**src/logic/pdm_pkg.sv**
```systemverilog
// constants and types of the positioning drive motion parameter block
package pdm_pkg;
    localparam logic [7:0] IDX_COMM_TIMEOUT = 8'h76;
    localparam logic [7:0] IDX_LOOP_LEN = 8'h84;
    localparam logic [7:0] IDX_FOLLOW_ERR = 8'h85;
    localparam logic [7:0] IDX_LOOP_SIDE = 8'h86;
    localparam logic [7:0] IDX_JOG_STEPS = 8'h87;
    localparam logic [7:0] IDX_BRAKE_STEPS = 8'h88;
    localparam logic [7:0] IDX_LOSS_REACT = 8'h89;
    localparam logic [7:0] IDX_SAFE_POS = 8'h8A;
    localparam logic [7:0] IDX_POS_SPEED = 8'h8E;
    localparam logic [7:0] IDX_CCW_SPEED = 8'h8F;
    localparam logic [7:0] IDX_CW_SPEED = 8'h90;
    localparam logic [7:0] IDX_JOG_SPEED = 8'h91;
    localparam logic [7:0] IDX_ABORT_PCT = 8'h92;
    localparam logic [7:0] IDX_RAMP_UP = 8'h93;
    localparam logic [7:0] IDX_RAMP_DOWN = 8'h94;

    localparam logic [15:0] RST_COMM_TIMEOUT = 16'h0000;
    localparam logic [31:0] RST_LOOP_LEN = 32'h0000_00FA;
    localparam logic [15:0] RST_FOLLOW_ERR = 16'h0028;
    localparam logic [7:0] RST_LOOP_SIDE = 8'h00;
    localparam logic [15:0] RST_JOG_STEPS = 16'h0001;
    localparam logic [15:0] RST_BRAKE_STEPS = 16'h000A;
    localparam logic [15:0] RST_LOSS_REACT = 16'h0001;
    localparam logic [31:0] RST_SAFE_POS = 32'h0000_0000;
    localparam logic [15:0] RST_POS_SPEED = 16'h0064;
    localparam logic [15:0] RST_CCW_SPEED = 16'h0064;
    localparam logic [15:0] RST_CW_SPEED = 16'h0064;
    localparam logic [15:0] RST_JOG_SPEED = 16'h0032;
    localparam logic [15:0] RST_ABORT_PCT = 16'h001E;
    localparam logic [15:0] RST_RAMP_UP = 16'h0064;
    localparam logic [15:0] RST_RAMP_DOWN = 16'h0064;

    localparam logic [15:0] MAX_COMM_TIMEOUT = 16'h2710;
    localparam logic [15:0] MIN_FOLLOW_ERR = 16'h0014;
    localparam logic [15:0] MAX_FOLLOW_ERR = 16'h03E8;
    localparam logic [15:0] MIN_JOG_STEPS = 16'h0001;
    localparam logic [15:0] MAX_JOG_STEPS = 16'h0064;
    localparam logic [15:0] MIN_BRAKE_STEPS = 16'h0001;
    localparam logic [15:0] MAX_BRAKE_STEPS = 16'h0032;
    localparam logic [15:0] MIN_ABORT_PCT = 16'h001E;
    localparam logic [15:0] MAX_ABORT_PCT = 16'h005A;
    localparam logic [15:0] REACT_CANCEL = 16'h0001;
    localparam logic [15:0] REACT_SAFE = 16'h0002;
    localparam logic [7:0] PCT_FULL = 8'h64;

    localparam int CLK_HZ = 25_000_000;
    localparam int TICK_MS = 1;
    localparam int MS_CYCLES = CLK_HZ / 1000 * TICK_MS;

    typedef enum logic [1:0] {
        PDM_LINK_IDLE = 2'b00,
        PDM_LINK_WATCH = 2'b01,
        PDM_LINK_LOST = 2'b11
    } pdm_link_e;
endpackage

```
**src/logic/pdm_wd_if.sv**
```systemverilog
// link watchdog signals between the parameter block and its timer
`timescale 1ns/1ps
interface pdm_wd_if;
    logic [15:0] timeout_ms;
    logic msg;
    logic lost;
    modport ctl (output timeout_ms, output msg, input lost);
    modport tmr (input timeout_ms, input msg, output lost);
endinterface

```
**src/logic/pdm_params.sv**
```systemverilog
// motion parameter set of a positioning drive with link-loss supervision
// Summary of operation
// RULE1: an approach covers at least the loop length in steps, and a length of zero turns the loop off.
// RULE2: loop side 0 approaches with a forward loop and 1 with a backward loop.
// RULE3: the following error flag is set once commanded and actual position differ by more than the limit.
// RULE4: loop side and jog step count may be changed only while the drive stands still.
// RULE5: a brief button press or jog command moves the drive by exactly the jog step count.
// RULE6: the brake release drive moves by the brake release step count.
// RULE7: on link loss, reaction 1 cancels the drive, 2 drives to the safe position, 0 is reserved.
// RULE8: link loss is detected only while the communication timeout is above zero.
// RULE9: with the safe reaction the drive moves to the stored signed safe position.
// RULE10: position drives stay at or below the position drive speed limit.
// RULE11: manual drives stay at or below the manual drive speed limit.
// RULE12: a drive is cancelled when its speed drops below the abort percentage of the target speed; the code takes the percentage of speed_limit instead.
// RULE13: speed ramps follow the acceleration and deceleration settings.
// RULE14: a nonzero timeout in ms requires a new master message within that time; zero disables it.
// RULE15: an out-of-range write or a write locked during motion is refused and the old value kept.
`timescale 1ns/1ps
module pdm_params #(
    parameter int MS_CYCLES = pdm_pkg::MS_CYCLES
) (
    input wire logic clk,
    input wire logic nrst,
    input wire logic par_req,
    input wire logic par_wr,
    input wire logic [7:0] par_index,
    input wire logic [31:0] par_wdata,
    output logic par_ack,
    output logic par_err,
    output logic [31:0] par_rdata,
    input wire logic link_msg,
    input wire logic standstill,
    input wire logic manual_drive,
    input wire logic drive_start,
    input wire logic speed_settled,
    input wire logic [15:0] actual_speed,
    input wire logic [31:0] cmd_position,
    input wire logic [31:0] act_position,
    input wire logic jog_button,
    input wire logic jog_cmd,
    input wire logic brake_release_req,
    output logic following_error,
    output logic link_lost,
    output logic drive_cancel,
    output logic jog_go,
    output logic brake_go,
    output logic safe_go,
    output logic [31:0] loop_steps,
    output logic loop_enable,
    output logic loop_backward,
    output logic [15:0] jog_steps,
    output logic [15:0] brake_steps,
    output logic [31:0] safe_position,
    output logic [15:0] speed_limit,
    output logic [15:0] ccw_speed,
    output logic [15:0] cw_speed,
    output logic [15:0] ramp_up,
    output logic [15:0] ramp_down
);
    logic [31:0] approach_loop_length, link_loss_safe_position;
    logic [7:0] approach_loop_side;
    logic [15:0] comm_timeout, following_error_limit, jog_step_count, brake_release_steps, link_loss_reaction;
    logic [15:0] position_drive_max_speed, ccw_target_speed, cw_target_speed, manual_drive_max_speed;
    logic [15:0] abort_speed_percent, speed_ramp_up, speed_ramp_down;
    logic [2:0] btn_sync;
    logic btn_state, jog_cmd_d, wr_ok, wr_take;
    logic [31:0] pos_diff, pos_dist;
    logic [23:0] speed_scaled, abort_floor;
    typedef pdm_pkg::pdm_link_e pdm_link_e_t;
    pdm_link_e_t link_state;
    pdm_wd_if wd ();
    function automatic logic idx_known(input logic [7:0] idx);
        unique case (idx)
            pdm_pkg::IDX_COMM_TIMEOUT, pdm_pkg::IDX_LOOP_LEN, pdm_pkg::IDX_FOLLOW_ERR,
            pdm_pkg::IDX_LOOP_SIDE, pdm_pkg::IDX_JOG_STEPS, pdm_pkg::IDX_BRAKE_STEPS,
            pdm_pkg::IDX_LOSS_REACT, pdm_pkg::IDX_SAFE_POS, pdm_pkg::IDX_POS_SPEED,
            pdm_pkg::IDX_CCW_SPEED, pdm_pkg::IDX_CW_SPEED, pdm_pkg::IDX_JOG_SPEED,
            pdm_pkg::IDX_ABORT_PCT, pdm_pkg::IDX_RAMP_UP, pdm_pkg::IDX_RAMP_DOWN:
                idx_known = 1'b1;
            default:
                idx_known = 1'b0;
        endcase
    endfunction

    // decides whether a write value may be stored
    function automatic logic write_allowed(input logic [7:0] idx, input logic [31:0] d, input logic still);
        logic [15:0] h;
        h = d[15:0];
        write_allowed = idx_known(idx);
        unique case (idx)
            pdm_pkg::IDX_COMM_TIMEOUT:
                write_allowed = d[31:16] == 16'h0000 && h <= pdm_pkg::MAX_COMM_TIMEOUT;
            pdm_pkg::IDX_FOLLOW_ERR:
                write_allowed = d[31:16] == 16'h0000 && h >= pdm_pkg::MIN_FOLLOW_ERR
                    && h <= pdm_pkg::MAX_FOLLOW_ERR;
            // RULE4: locked during motion
            pdm_pkg::IDX_LOOP_SIDE:
                write_allowed = still && d[31:1] == 31'h0000_0000;
            pdm_pkg::IDX_JOG_STEPS:
                write_allowed = still && d[31:16] == 16'h0000 && h >= pdm_pkg::MIN_JOG_STEPS
                    && h <= pdm_pkg::MAX_JOG_STEPS;
            pdm_pkg::IDX_BRAKE_STEPS:
                write_allowed = d[31:16] == 16'h0000 && h >= pdm_pkg::MIN_BRAKE_STEPS
                    && h <= pdm_pkg::MAX_BRAKE_STEPS;
            // RULE7: code 0 is reserved
            pdm_pkg::IDX_LOSS_REACT:
                write_allowed = d[31:16] == 16'h0000
                    && (h == pdm_pkg::REACT_CANCEL || h == pdm_pkg::REACT_SAFE);
            pdm_pkg::IDX_ABORT_PCT:
                write_allowed = d[31:16] == 16'h0000 && h >= pdm_pkg::MIN_ABORT_PCT
                    && h <= pdm_pkg::MAX_ABORT_PCT;
            pdm_pkg::IDX_POS_SPEED, pdm_pkg::IDX_CCW_SPEED, pdm_pkg::IDX_CW_SPEED,
            pdm_pkg::IDX_JOG_SPEED, pdm_pkg::IDX_RAMP_UP, pdm_pkg::IDX_RAMP_DOWN:
                write_allowed = d[31:16] == 16'h0000;
            default:
                write_allowed = write_allowed;
        endcase
    endfunction

    assign wr_ok = write_allowed(par_index, par_wdata, standstill);
    // RULE15: refused write keeps value
    assign wr_take = par_req && par_wr && wr_ok;

    always_ff @(posedge clk or negedge nrst)
    begin
        if (!nrst)
        begin
            comm_timeout <= pdm_pkg::RST_COMM_TIMEOUT;
            approach_loop_length <= pdm_pkg::RST_LOOP_LEN;
            following_error_limit <= pdm_pkg::RST_FOLLOW_ERR;
            approach_loop_side <= pdm_pkg::RST_LOOP_SIDE;
            jog_step_count <= pdm_pkg::RST_JOG_STEPS;
            brake_release_steps <= pdm_pkg::RST_BRAKE_STEPS;
            link_loss_reaction <= pdm_pkg::RST_LOSS_REACT;
            link_loss_safe_position <= pdm_pkg::RST_SAFE_POS;
            position_drive_max_speed <= pdm_pkg::RST_POS_SPEED;
            ccw_target_speed <= pdm_pkg::RST_CCW_SPEED;
            cw_target_speed <= pdm_pkg::RST_CW_SPEED;
            manual_drive_max_speed <= pdm_pkg::RST_JOG_SPEED;
            abort_speed_percent <= pdm_pkg::RST_ABORT_PCT;
            speed_ramp_up <= pdm_pkg::RST_RAMP_UP;
            speed_ramp_down <= pdm_pkg::RST_RAMP_DOWN;
        end
        else if (wr_take)
        begin
            unique case (par_index)
                pdm_pkg::IDX_COMM_TIMEOUT: comm_timeout <= par_wdata[15:0];
                pdm_pkg::IDX_LOOP_LEN: approach_loop_length <= par_wdata;
                pdm_pkg::IDX_FOLLOW_ERR: following_error_limit <= par_wdata[15:0];
                pdm_pkg::IDX_LOOP_SIDE: approach_loop_side <= par_wdata[7:0];
                pdm_pkg::IDX_JOG_STEPS: jog_step_count <= par_wdata[15:0];
                pdm_pkg::IDX_BRAKE_STEPS: brake_release_steps <= par_wdata[15:0];
                pdm_pkg::IDX_LOSS_REACT: link_loss_reaction <= par_wdata[15:0];
                pdm_pkg::IDX_SAFE_POS: link_loss_safe_position <= par_wdata;
                pdm_pkg::IDX_POS_SPEED: position_drive_max_speed <= par_wdata[15:0];
                pdm_pkg::IDX_CCW_SPEED: ccw_target_speed <= par_wdata[15:0];
                pdm_pkg::IDX_CW_SPEED: cw_target_speed <= par_wdata[15:0];
                pdm_pkg::IDX_JOG_SPEED: manual_drive_max_speed <= par_wdata[15:0];
                pdm_pkg::IDX_ABORT_PCT: abort_speed_percent <= par_wdata[15:0];
                pdm_pkg::IDX_RAMP_UP: speed_ramp_up <= par_wdata[15:0];
                pdm_pkg::IDX_RAMP_DOWN: speed_ramp_down <= par_wdata[15:0];
                default: comm_timeout <= comm_timeout;
            endcase
        end
    end

    // answer one cycle after each request; unknown index or refused write gives an error
    always_ff @(posedge clk or negedge nrst)
    begin
        if (!nrst)
        begin
            par_ack <= 1'b0;
            par_err <= 1'b0;
            par_rdata <= 32'h0000_0000;
        end
        else
        begin
            par_ack <= par_req;
            par_err <= par_req && (par_wr ? !wr_ok : !idx_known(par_index));
            par_rdata <= 32'h0000_0000;
            if (par_req && !par_wr)
            begin
                unique case (par_index)
                    pdm_pkg::IDX_COMM_TIMEOUT: par_rdata <= {16'h0000, comm_timeout};
                    pdm_pkg::IDX_LOOP_LEN: par_rdata <= approach_loop_length;
                    pdm_pkg::IDX_FOLLOW_ERR: par_rdata <= {16'h0000, following_error_limit};
                    pdm_pkg::IDX_LOOP_SIDE: par_rdata <= {24'h00_0000, approach_loop_side};
                    pdm_pkg::IDX_JOG_STEPS: par_rdata <= {16'h0000, jog_step_count};
                    pdm_pkg::IDX_BRAKE_STEPS: par_rdata <= {16'h0000, brake_release_steps};
                    pdm_pkg::IDX_LOSS_REACT: par_rdata <= {16'h0000, link_loss_reaction};
                    pdm_pkg::IDX_SAFE_POS: par_rdata <= link_loss_safe_position;
                    pdm_pkg::IDX_POS_SPEED: par_rdata <= {16'h0000, position_drive_max_speed};
                    pdm_pkg::IDX_CCW_SPEED: par_rdata <= {16'h0000, ccw_target_speed};
                    pdm_pkg::IDX_CW_SPEED: par_rdata <= {16'h0000, cw_target_speed};
                    pdm_pkg::IDX_JOG_SPEED: par_rdata <= {16'h0000, manual_drive_max_speed};
                    pdm_pkg::IDX_ABORT_PCT: par_rdata <= {16'h0000, abort_speed_percent};
                    pdm_pkg::IDX_RAMP_UP: par_rdata <= {16'h0000, speed_ramp_up};
                    pdm_pkg::IDX_RAMP_DOWN: par_rdata <= {16'h0000, speed_ramp_down};
                    default: par_rdata <= 32'h0000_0000;
                endcase
            end
        end
    end

    // settings handed to the motion controller, registered so they change one cycle after a write
    always_ff @(posedge clk or negedge nrst)
    begin
        if (!nrst)
        begin
            loop_steps <= pdm_pkg::RST_LOOP_LEN;
            loop_enable <= 1'b1;
            loop_backward <= 1'b0;
            jog_steps <= pdm_pkg::RST_JOG_STEPS;
            brake_steps <= pdm_pkg::RST_BRAKE_STEPS;
            safe_position <= pdm_pkg::RST_SAFE_POS;
            speed_limit <= pdm_pkg::RST_POS_SPEED;
            ccw_speed <= pdm_pkg::RST_CCW_SPEED;
            cw_speed <= pdm_pkg::RST_CW_SPEED;
            ramp_up <= pdm_pkg::RST_RAMP_UP;
            ramp_down <= pdm_pkg::RST_RAMP_DOWN;
        end
        else
        begin
            // RULE1: zero length disables loop
            loop_steps <= approach_loop_length;
            loop_enable <= approach_loop_length != 32'h0000_0000;
            // RULE2: side selects approach
            loop_backward <= approach_loop_side[0];
            jog_steps <= jog_step_count;
            brake_steps <= brake_release_steps;
            safe_position <= link_loss_safe_position;
            // RULE10: position drive limit
            // RULE11: manual drive limit
            speed_limit <= manual_drive ? manual_drive_max_speed : position_drive_max_speed;
            ccw_speed <= ccw_target_speed;
            cw_speed <= cw_target_speed;
            // RULE13: ramp settings
            ramp_up <= speed_ramp_up;
            ramp_down <= speed_ramp_down;
        end
    end

    // RULE3: distance against limit
    assign pos_diff = cmd_position - act_position;
    assign pos_dist = pos_diff[31] ? (32'h0000_0000 - pos_diff) : pos_diff;
    // sticky until the next drive starts; a new excess in that cycle still wins
    always_ff @(posedge clk or negedge nrst)
    begin
        if (!nrst)
            following_error <= 1'b0;
        else if (pos_dist > {16'h0000, following_error_limit})
            following_error <= 1'b1;
        else if (drive_start)
            following_error <= 1'b0;
    end

    // the first stage feeds only the second
    always_ff @(posedge clk or negedge nrst)
    begin
        if (!nrst)
            btn_sync <= 3'h0;
        else
            btn_sync <= {btn_sync[1:0], jog_button};
    end

    always_ff @(posedge clk or negedge nrst)
    begin
        if (!nrst)
            btn_state <= 1'b0;
        else if (btn_sync[1] == btn_sync[2])
            btn_state <= btn_sync[2];
    end

    always_ff @(posedge clk or negedge nrst)
    begin
        if (!nrst)
            jog_cmd_d <= 1'b0;
        else
            jog_cmd_d <= jog_cmd;
    end

    // RULE5: one jog step per press
    // RULE4: a jog move only starts from standstill, so the step count cannot change underneath it
    always_ff @(posedge clk or negedge nrst)
    begin
        if (!nrst)
            jog_go <= 1'b0;
        else
            jog_go <= standstill && ((btn_sync[1] == btn_sync[2] && btn_sync[2] && !btn_state)
                || (jog_cmd && !jog_cmd_d));
    end

    // RULE6: brake release move
    always_ff @(posedge clk or negedge nrst)
    begin
        if (!nrst)
            brake_go <= 1'b0;
        else
            brake_go <= brake_release_req;
    end

    assign wd.timeout_ms = comm_timeout;
    // RULE14: any request is a message
    assign wd.msg = link_msg || par_req;
    pdm_watchdog #(.MS_CYCLES(MS_CYCLES)) u_watchdog (
        .clk(clk),
        .nrst(nrst),
        .wd(wd)
    );

    always_ff @(posedge clk or negedge nrst)
    begin
        if (!nrst)
            link_state <= pdm_pkg::PDM_LINK_IDLE;
        else
        begin
            unique case (link_state)
                pdm_pkg::PDM_LINK_IDLE:
                    if (comm_timeout != 16'h0000)
                        link_state <= pdm_pkg::PDM_LINK_WATCH;
                pdm_pkg::PDM_LINK_WATCH:
                    if (comm_timeout == 16'h0000)
                        link_state <= pdm_pkg::PDM_LINK_IDLE;
                    else if (wd.lost)
                        link_state <= pdm_pkg::PDM_LINK_LOST;
                pdm_pkg::PDM_LINK_LOST:
                    if (!wd.lost)
                        link_state <= pdm_pkg::PDM_LINK_IDLE;
                default:
                    link_state <= pdm_pkg::PDM_LINK_IDLE;
            endcase
        end
    end

    always_ff @(posedge clk or negedge nrst)
    begin
        if (!nrst)
            link_lost <= 1'b0;
        else
            link_lost <= link_state == pdm_pkg::PDM_LINK_LOST;
    end

    // RULE9: drive to safe position
    always_ff @(posedge clk or negedge nrst)
    begin
        if (!nrst)
            safe_go <= 1'b0;
        else
            safe_go <= link_state == pdm_pkg::PDM_LINK_WATCH && wd.lost
                && link_loss_reaction == pdm_pkg::REACT_SAFE;
    end

    // RULE12: speed under abort floor
    assign speed_scaled = 24'(actual_speed) * 24'(pdm_pkg::PCT_FULL);
    assign abort_floor = 24'(abort_speed_percent[7:0]) * 24'(speed_limit);

    // cancel on link loss with the cancel reaction or on a stall; the stall is only checked once the start-up ramp is over
    always_ff @(posedge clk or negedge nrst)
    begin
        if (!nrst)
            drive_cancel <= 1'b0;
        else
            // RULE7: cancel reaction
            drive_cancel <= (link_state == pdm_pkg::PDM_LINK_WATCH && wd.lost
                && link_loss_reaction == pdm_pkg::REACT_CANCEL)
                || (!standstill && speed_settled && speed_scaled < abort_floor);
    end
endmodule

```
**src/logic/pdm_watchdog.sv**
```systemverilog
// millisecond link watchdog restarted by every master message
`timescale 1ns/1ps
module pdm_watchdog #(
    parameter int MS_CYCLES = pdm_pkg::MS_CYCLES
) (
    input wire logic clk,
    input wire logic nrst,
    pdm_wd_if.tmr wd
);
    logic [31:0] pre_cnt;
    logic [15:0] ms_cnt;
    logic ms_tick;

    assign ms_tick = (pre_cnt == 32'(MS_CYCLES - 1));

    always_ff @(posedge clk or negedge nrst)
    begin
        if (!nrst)
            pre_cnt <= 32'h0000_0000;
        else if (wd.msg || ms_tick || wd.timeout_ms == 16'h0000)
            pre_cnt <= 32'h0000_0000;
        else
            pre_cnt <= pre_cnt + 32'h0000_0001;
    end

    // RULE14: message restarts window
    always_ff @(posedge clk or negedge nrst)
    begin
        if (!nrst)
            ms_cnt <= 16'h0000;
        else if (wd.msg || wd.timeout_ms == 16'h0000)
            ms_cnt <= 16'h0000;
        else if (ms_tick && ms_cnt != 16'hFFFF)
            ms_cnt <= ms_cnt + 16'h0001;
    end

    // RULE8: disabled at zero
    always_ff @(posedge clk or negedge nrst)
    begin
        if (!nrst)
            wd.lost <= 1'b0;
        else if (wd.msg || wd.timeout_ms == 16'h0000)
            wd.lost <= 1'b0;
        else if (ms_cnt >= wd.timeout_ms)
            wd.lost <= 1'b1;
    end
endmodule

```
**config.mk**
```make
export PLATFORM = sky130hd
export DESIGN_NAME = pdm_params
export DESIGN_NICKNAME = d
export VERILOG_FILES = /design/src/logic/pdm_pkg.sv /design/src/logic/pdm_wd_if.sv /design/src/logic/pdm_params.sv /design/src/logic/pdm_watchdog.sv
export SDC_FILE = /design/constraint.sdc
export NUM_CORES = 1
export LEC_CHECK = 0
export ABC_AREA = 1
export BUFFER_PORTS_ARGS = -buffer_cell sky130_fd_sc_hd__buf_4
export CORE_AREA = 8 8 247 249
export CTS_CLUSTER_DIAMETER = 50
export DETAILED_ROUTE_END_ITERATION = 8
export DIE_AREA = 0 0 255 257
export GPL_ROUTABILITY_DRIVEN = 1
export GPL_TIMING_DRIVEN = 1
export PLACE_DENSITY = 0.84
export SLEW_MARGIN = 20
export SYNTH_ARGS = -nofsm -noshare
export SYNTH_HDL_FRONTEND = slang
export SYNTH_SLANG_ARGS = --single-unit
```
**constraint.sdc**
```tcl
create_clock -name clk -period 10.1 [get_ports clk]
set_input_delay 2.02 -clock clk [delete_from_list [all_inputs] [get_ports clk]]
set_output_delay 2.02 -clock clk [all_outputs]
set_load 0.02 [all_outputs]
```
==> flow_metrics.tcl, run 1 <==
set metrics [dict create \
    clk_pin_slew_worst_paths_ps 60 \
    maxCapViolCount 0 \
    fin_crit_sh 0.646 \
    critical_path_class "register to register" \
    crit_path_end_kind "register" \
    grt_pass1_wl_mm 147 \
    outcome "finished, final reports clean" \
    cts_setup_buffers 0 \
    drc 0 \
    grt_pass1_vias 26500 \
    cp_top_family "adder cells" \
    cts.htree.levels 2 \
    cpPeakStageDelay_ps 740 \
    async_flop_share 1.00 \
    synth_edf_count 0 \
    path_common_cell "nand2_1" \
    r2r-end "drive_cancel$_DFF_PN0_" \
    cts_tree "built" \
    max_freq_mhz 153 \
    cts_root_buf "clkbuf_16" \
    synthCells 3762 \
    cts.path.max_buffers 3 \
    rows 88 \
    ys_seq_area_frac 0.435 \
    holdBufCountCts 0 \
    startpoint_type "register" \
    ctsResizeCount 0 \
    drt_iter0_drc 2591 \
    routedWlPerCell_um 19.3 \
    min_to "btn_sync[1]$_DFF_PN0_" \
    n_fill_cell 4702 \
    syn_nets 4175 \
    clk_latency_ps 630 \
    core_sq_um 57000 \
    leakage_nw 19.5 \
    io_buffers 349 \
    critPathBufInv 4 \
    pin_count 350 \
    gp_congestion 0.960 \
    die-height_um 257 \
    ir_drop_mv 0.133 \
    drv_slew 0 \
    synthesis.area_sq_um 31100 \
    setup_tns_ps 0 \
    reg2reg_from "abort_speed_percent[7]$_DFFE_PN0P_" \
    wirelength_mm 94.0 \
    holdPathStages 0 \
    rsz0062_at_grt "false" \
    holdWs_ps 354 \
    cts_buffers 51 \
    grt_overflow 0 \
    area_growth_pct 16.0 \
    period_minus_slack_ps 6520 \
    ff2ff_path_depth 28 \
    min-delay-start "btn_sync[0]$_DFF_PN0_" \
    crit_required_ps 10610 \
    cts_num_sinks 538 \
    die_w_um 255 \
    fin_skew_ps 47.0 \
    final_antenna_net_count 0 \
    power_density_nw_per_um2 137 \
    fin_nets 4471 \
    grt_max_degree 181 \
    crit_fanout 18 \
    r2r_setup_slack_ps 3580 \
    die_area_sq_um 65500 \
    worst_slew_pin_slew_ps 1110 \
    yosysWarnings 0 \
    hpwl_mm 71.3 \
    hold_violations 0 \
    grt_antenna_before_repair 6 \
    hp-class "register to register" \
    ys_types 62 \
    cp.arrival_ps 7030 \
    timing.slew.headroom 0.261 \
    viasPerCell 5.53 \
    vias 26900 \
    final-setup-viol-count 0 \
    grtUsageTotal 0.284 \
    crit_slowest_cell "dfrtp_1" \
    start_util 0.546 \
    first_pass_iters 6 \
    ys_ff_latch 538 \
    drive_gt1_frac 0.136 \
    ys.flop_type "dfrtp_1" \
    synthesis.area_per_instance_sq_um 8.27 \
]
[worst max-delay path by stage]
| stage | cells past startpoint | start | endpoint |
|---|---|---|---|
| 5_1_grt | 28 | abort_speed_percent[7]$_DFFE_PN0P_ | drive_cancel$_DFF_PN0_ |
| 2_1_floorplan | 30 | abort_speed_percent[4]$_DFFE_PN1P_ | drive_cancel$_DFF_PN0_ |
| 3_5_place_dp | 28 | actual_speed[2] | drive_cancel$_DFF_PN0_ |
| 3_3_place_gp | 28 | actual_speed[2] | drive_cancel$_DFF_PN0_ |
| 4_1_cts | 28 | abort_speed_percent[7]$_DFFE_PN0P_ | drive_cancel$_DFF_PN0_ |
| 6_report | 28 | abort_speed_percent[7]$_DFFE_PN0P_ | drive_cancel$_DFF_PN0_ |
[cells by family (layout without fill, tap and decap cells)]
group,Yosys count,count (layout),synth area share
muxes,1,1,0.000362
other,0,6,0
buffers and inverters,833,1171,0.105
xor gates and xnor gates,56,56,0.0160
AOI/OAI and AO/OA,573,573,0.107
adders and majority gates,281,281,0.136
DFF,538,538,0.435
and+or+nand+nor,1480,1480,0.201
[Yosys cell counts, types with 7 or more instances]
library cell  count  area, sq um
o21ai_0         257         1290
nand3_1         114          571
o21ai_1          40          200
buf_2            24          120
nor4_1           30          188
a21oi_1         134          671
o211ai_1          7         52.6
nand2_1         994         3730
xnor2_1          16          140
clkbuf_1         64          240
o2111ai_1         7         61.3
nand3_4           7          123
xor2_1           39          342
inv_1           704         2640
dfstp_2          59         1550
nor3_1           49          245
a41oi_1          11         96.3
buf_1            12         45.0
a221oi_1         43          377
fa_1             96         1920
dfrtp_1         479        12000
nand4_1          62          388
buf_4             9         67.6
a22o_1           14          123
o21bai_1          7         52.6
ha_1            185         2310
a31oi_1          13         81.3
nor2_1          188          706
[through the flow]
| stage | setup WS [ps] | power, mW | instances | cell area (sq um) | util |
|---|---|---|---|---|---|
| floorplan | 3970 | 2.70 | 3762 | 31100 | - |
| global placement | 3710 | 2.92 | 4770 | 34300 | 0.601 |
| detailed placement | 3610 | 2.94 | 4770 | 34300 | 0.601 |
| CTS | 3600 | 4.97 | 4865 | 36100 | 0.633 |
| global route | 3200 | 5.16 | 4869 | 36100 | 0.633 |
| finish | 3580 | 4.96 | 4871 | 36100 | 0.633 |
[layer usage]
| layer | routed length (um) | GRT usage |
|---|---|---|
| met1 | 35400 | 0.348 |
| met2 | 44100 | 0.455 |
| met3 | 8040 | 0.0622 |
| met4 | 6420 | 0.172 |
| met5 | 29 | 0 |
[power by group]
part | internal (mW) | switching (mW) | total, mW
Sequential | 2.16 | 0.00543 | 2.17
Combinational | 0.270 | 0.469 | 0.739
Clock | 1.14 | 0.912 | 2.05
[layout make-up]
cell class                 instances  area (sq um)  share of cell area
tap                              765           957              0.0265
clock buffer                      58          1340              0.0372
sequential                       538         13500               0.375
multi-input combinational       2391         14400               0.397
inverter                         712          2670              0.0740
clock inverter                    37           470              0.0130
antenna                            6          15.0            0.000416
timing repair buffer             364          2770              0.0766
[registers in the layout, indices dropped and copies added, names as in the netlist, 32 cells and up]
register / count
par_rdata: 32
u_watchdog.pre_cnt: 32
loop_steps: 32
link_loss_safe_position: 32
approach_loop_length: 32
safe_position: 32
[worst register-to-register path, delay by kind of cell (launching register included)]
| kind | cells | cell delay [ps] |
|---|---|---|
| compound gates | 9 | 1730 |
| buf+inv | 4 | 200 |
| fa+ha+maj | 6 | 2780 |
| simple gates | 8 | 790 |
| flops | 1 | 740 |
| xor+xnor | 1 | 160 |
[cells in the final DEF, fill, tap and decap left out, drive strengths merged, types with 5 or more instances in the layout]
| cell type | count |
|---|---|
| nand2 | 994 |
| o41ai | 6 |
| xnor2 | 16 |
| clkbuf | 58 |
| o21bai | 7 |
| a221oi | 43 |
| nor3 | 51 |
| o2111ai | 8 |
| a21oi | 134 |
| nor4 | 30 |
| a31oi | 13 |
| nor2 | 196 |
| inv | 717 |
| a22o | 14 |
| dfrtp | 479 |
| or2 | 5 |
| xor2 | 40 |
| o22ai | 6 |
| buf | 364 |
| dfstp | 59 |
| clkinv | 22 |
| bufinv | 6 |
| o211ai | 7 |
| nand3 | 126 |
| a41oi | 11 |
| o21ai | 297 |
| a211oi | 5 |
| nand3b | 6 |
| fa | 96 |
| diode | 6 |
| ha | 185 |
| nand4 | 64 |
No activity file was read; power rests on OpenSTA's default activity.
==> run 2: changes to the inputs <==
==> constraint.sdc (replaced) <==
create_clock -name clk -period 6.1 [get_ports clk]
set_input_delay 1.22 -clock clk [delete_from_list [all_inputs] [get_ports clk]]
set_output_delay 1.22 -clock clk [all_outputs]
set_load 0.02 [all_outputs]
==> run 2 against run 1 <==
  * Register-to-register slack lost 3200 ps
  * Worst setup slack lost 3200 ps
  * Final area grew 0.99%
  * Largest power group unchanged
  * Highest routed layer unchanged
==> flow_metrics.tcl, run 2 (synthesis results as in run 1) <==
set metrics [dict create \
    cts_num_sinks 538 \
    critical_path_class "register to register" \
    crit_required_ps 6650 \
    die-height_um 257 \
    fin_skew_ps 50.3 \
    n_fill_cell 4611 \
    pin_count 350 \
    ff2ff_path_depth 29 \
    drc 0 \
    rsz0062_at_grt "false" \
    die_w_um 255 \
    crit_fanout 17 \
    area_growth_pct 17.2 \
    start_util 0.546 \
    hp-class "register to register" \
    min-delay-start "btn_sync[0]$_DFF_PN0_" \
    power_density_nw_per_um2 228 \
    cts.htree.levels 2 \
    die_area_sq_um 65500 \
    r2r-end "drive_cancel$_DFF_PN0_" \
    max_freq_mhz 175 \
    setup_tns_ps 0 \
    drt_iter0_drc 2898 \
    cpPeakStageDelay_ps 560 \
    wirelength_mm 96.3 \
    grtUsageTotal 0.289 \
    grt_pass1_wl_mm 149 \
    place_area_sq_um 34500 \
    hpwl_mm 73.3 \
    dpl_worst_slack_ps 36.4 \
    grt_max_degree 123 \
    path_common_cell "nand2_1" \
    final_common_cell "nand2_1" \
    timing.slew.headroom 0.205 \
    grt_pass1_vias 26900 \
    hold_violations 0 \
    cts_buffers 54 \
    grt_overflow 0 \
    ir_drop_mv 0.240 \
    reg2reg_from "abort_speed_percent[2]$_DFFE_PN1P_" \
    r2r_setup_slack_ps 380 \
    final_antenna_net_count 0 \
    clk_pin_slew_worst_paths_ps 60 \
    rows 88 \
    maxCapViolCount 0 \
    viasPerCell 5.58 \
    first_pass_iters 6 \
    core_sq_um 57000 \
    worst_slew_pin_slew_ps 1190 \
    cts_root_buf "clkbuf_16" \
    cp.arrival_ps 6270 \
    drv_slew 0 \
    holdPathStages 0 \
    grt_antenna_before_repair 7 \
    holdBufCountCts 0 \
    fin_nets 4510 \
    drive_gt1_frac 0.144 \
    outcome "finished, final reports clean" \
    final_area_sq_um 36500 \
    leakage_nw 19.7 \
    min_to "btn_sync[1]$_DFF_PN0_" \
    gp_congestion 0.958 \
    layout_setup_ws_ps 376 \
    crit_slowest_cell "dfstp_2" \
    clk_latency_ps 640 \
    fin_crit_sh 0.938 \
    io_buffers 349 \
    routedWlPerCell_um 19.6 \
    cts.path.max_buffers 3 \
    cts_tree "built" \
    period_minus_slack_ps 5720 \
    final_cell_mix "nand2_1 (994), inv_1 (704), dfrtp_1 (478)" \
    crit_path_end_kind "register" \
    startpoint_type "register" \
    vias 27400 \
    final-setup-viol-count 0 \
]
[run 2: power by group]
group	internal, mW	total [mW]	switching [mW]
clock	1.96	3.47	1.50
sequential	3.58	3.59	0.00853
combinational	0.457	1.24	0.786
[run 2: repair_timing]
action,CTS,global route
setup endpoints to repair,0,1
gates resized for setup,0,15
buffers inserted,0,2
[run 2: routing by layer]
layer / wire length, um / part of all wire / GRT usage / vias to the layer above
met5: 41 / 0.00043 / 0 / -
met4: 7000 / 0.073 / 0.178 / 6
met3: 8580 / 0.089 / 0.0563 / 343
met2: 44300 / 0.46 / 0.461 / 1374
met1: 36400 / 0.38 / 0.359 / 13000
li1: - / - / - / 12600
[run 2: worst max-delay path by stage]
stage                                                  start                     end  slack (ps)  cells past startpoint
after floorplan           abort_speed_percent[2]$_DFFE_PN1P_  drive_cancel$_DFF_PN0_          30                     30
after global placement    abort_speed_percent[5]$_DFFE_PN0P_  drive_cancel$_DFF_PN0_         180                     28
after detailed placement  abort_speed_percent[5]$_DFFE_PN0P_  drive_cancel$_DFF_PN0_          40                     28
after CTS                 abort_speed_percent[5]$_DFFE_PN0P_  drive_cancel$_DFF_PN0_          50                     28
after global routing      abort_speed_percent[2]$_DFFE_PN1P_  drive_cancel$_DFF_PN0_           4                     30
final                     abort_speed_percent[2]$_DFFE_PN1P_  drive_cancel$_DFF_PN0_         380                     29
[run 2: worst max-delay path, delay by kind of cell, from the launching register on]
family / cells / cell delay (ps)
AOI/OAI and AO/OA: 8 / 1100
DFF: 1 / 560
buffers and inverters: 6 / 620
xor gates and xnor gates: 1 / 160
and+or+nand+nor: 8 / 610
adders and majority gates: 6 / 2620
[run 2: metrics by stage]
| stage | util | cells | hold slack, ps | total power [mW] |
|---|---|---|---|---|
| 6_report | 0.639 | 4911 | 351 | 8.30 |
| 5_1_grt | 0.639 | 4910 | 367 | 8.62 |
| 3_5_place_dp | 0.606 | 4804 | 339 | 4.88 |
| 3_3_place_gp | 0.606 | 4804 | 335 | 4.84 |
| 4_1_cts | 0.639 | 4906 | 351 | 8.31 |
| 2_1_floorplan | - | 3762 | 331 | 4.48 |
[run 2: layout make-up]
class / count / area, sq um / area share
well taps: 765 / 957 / 0.0262
inverters: 712 / 2670 / 0.0733
multi-input cells: 2391 / 14400 / 0.394
clock inverters: 31 / 394 / 0.0108
clock buffers: 71 / 1480 / 0.0405
repair buffers: 400 / 3070 / 0.0841
flip-flops and latches: 538 / 13500 / 0.371
diodes: 3 / 7.51 / 0.000206
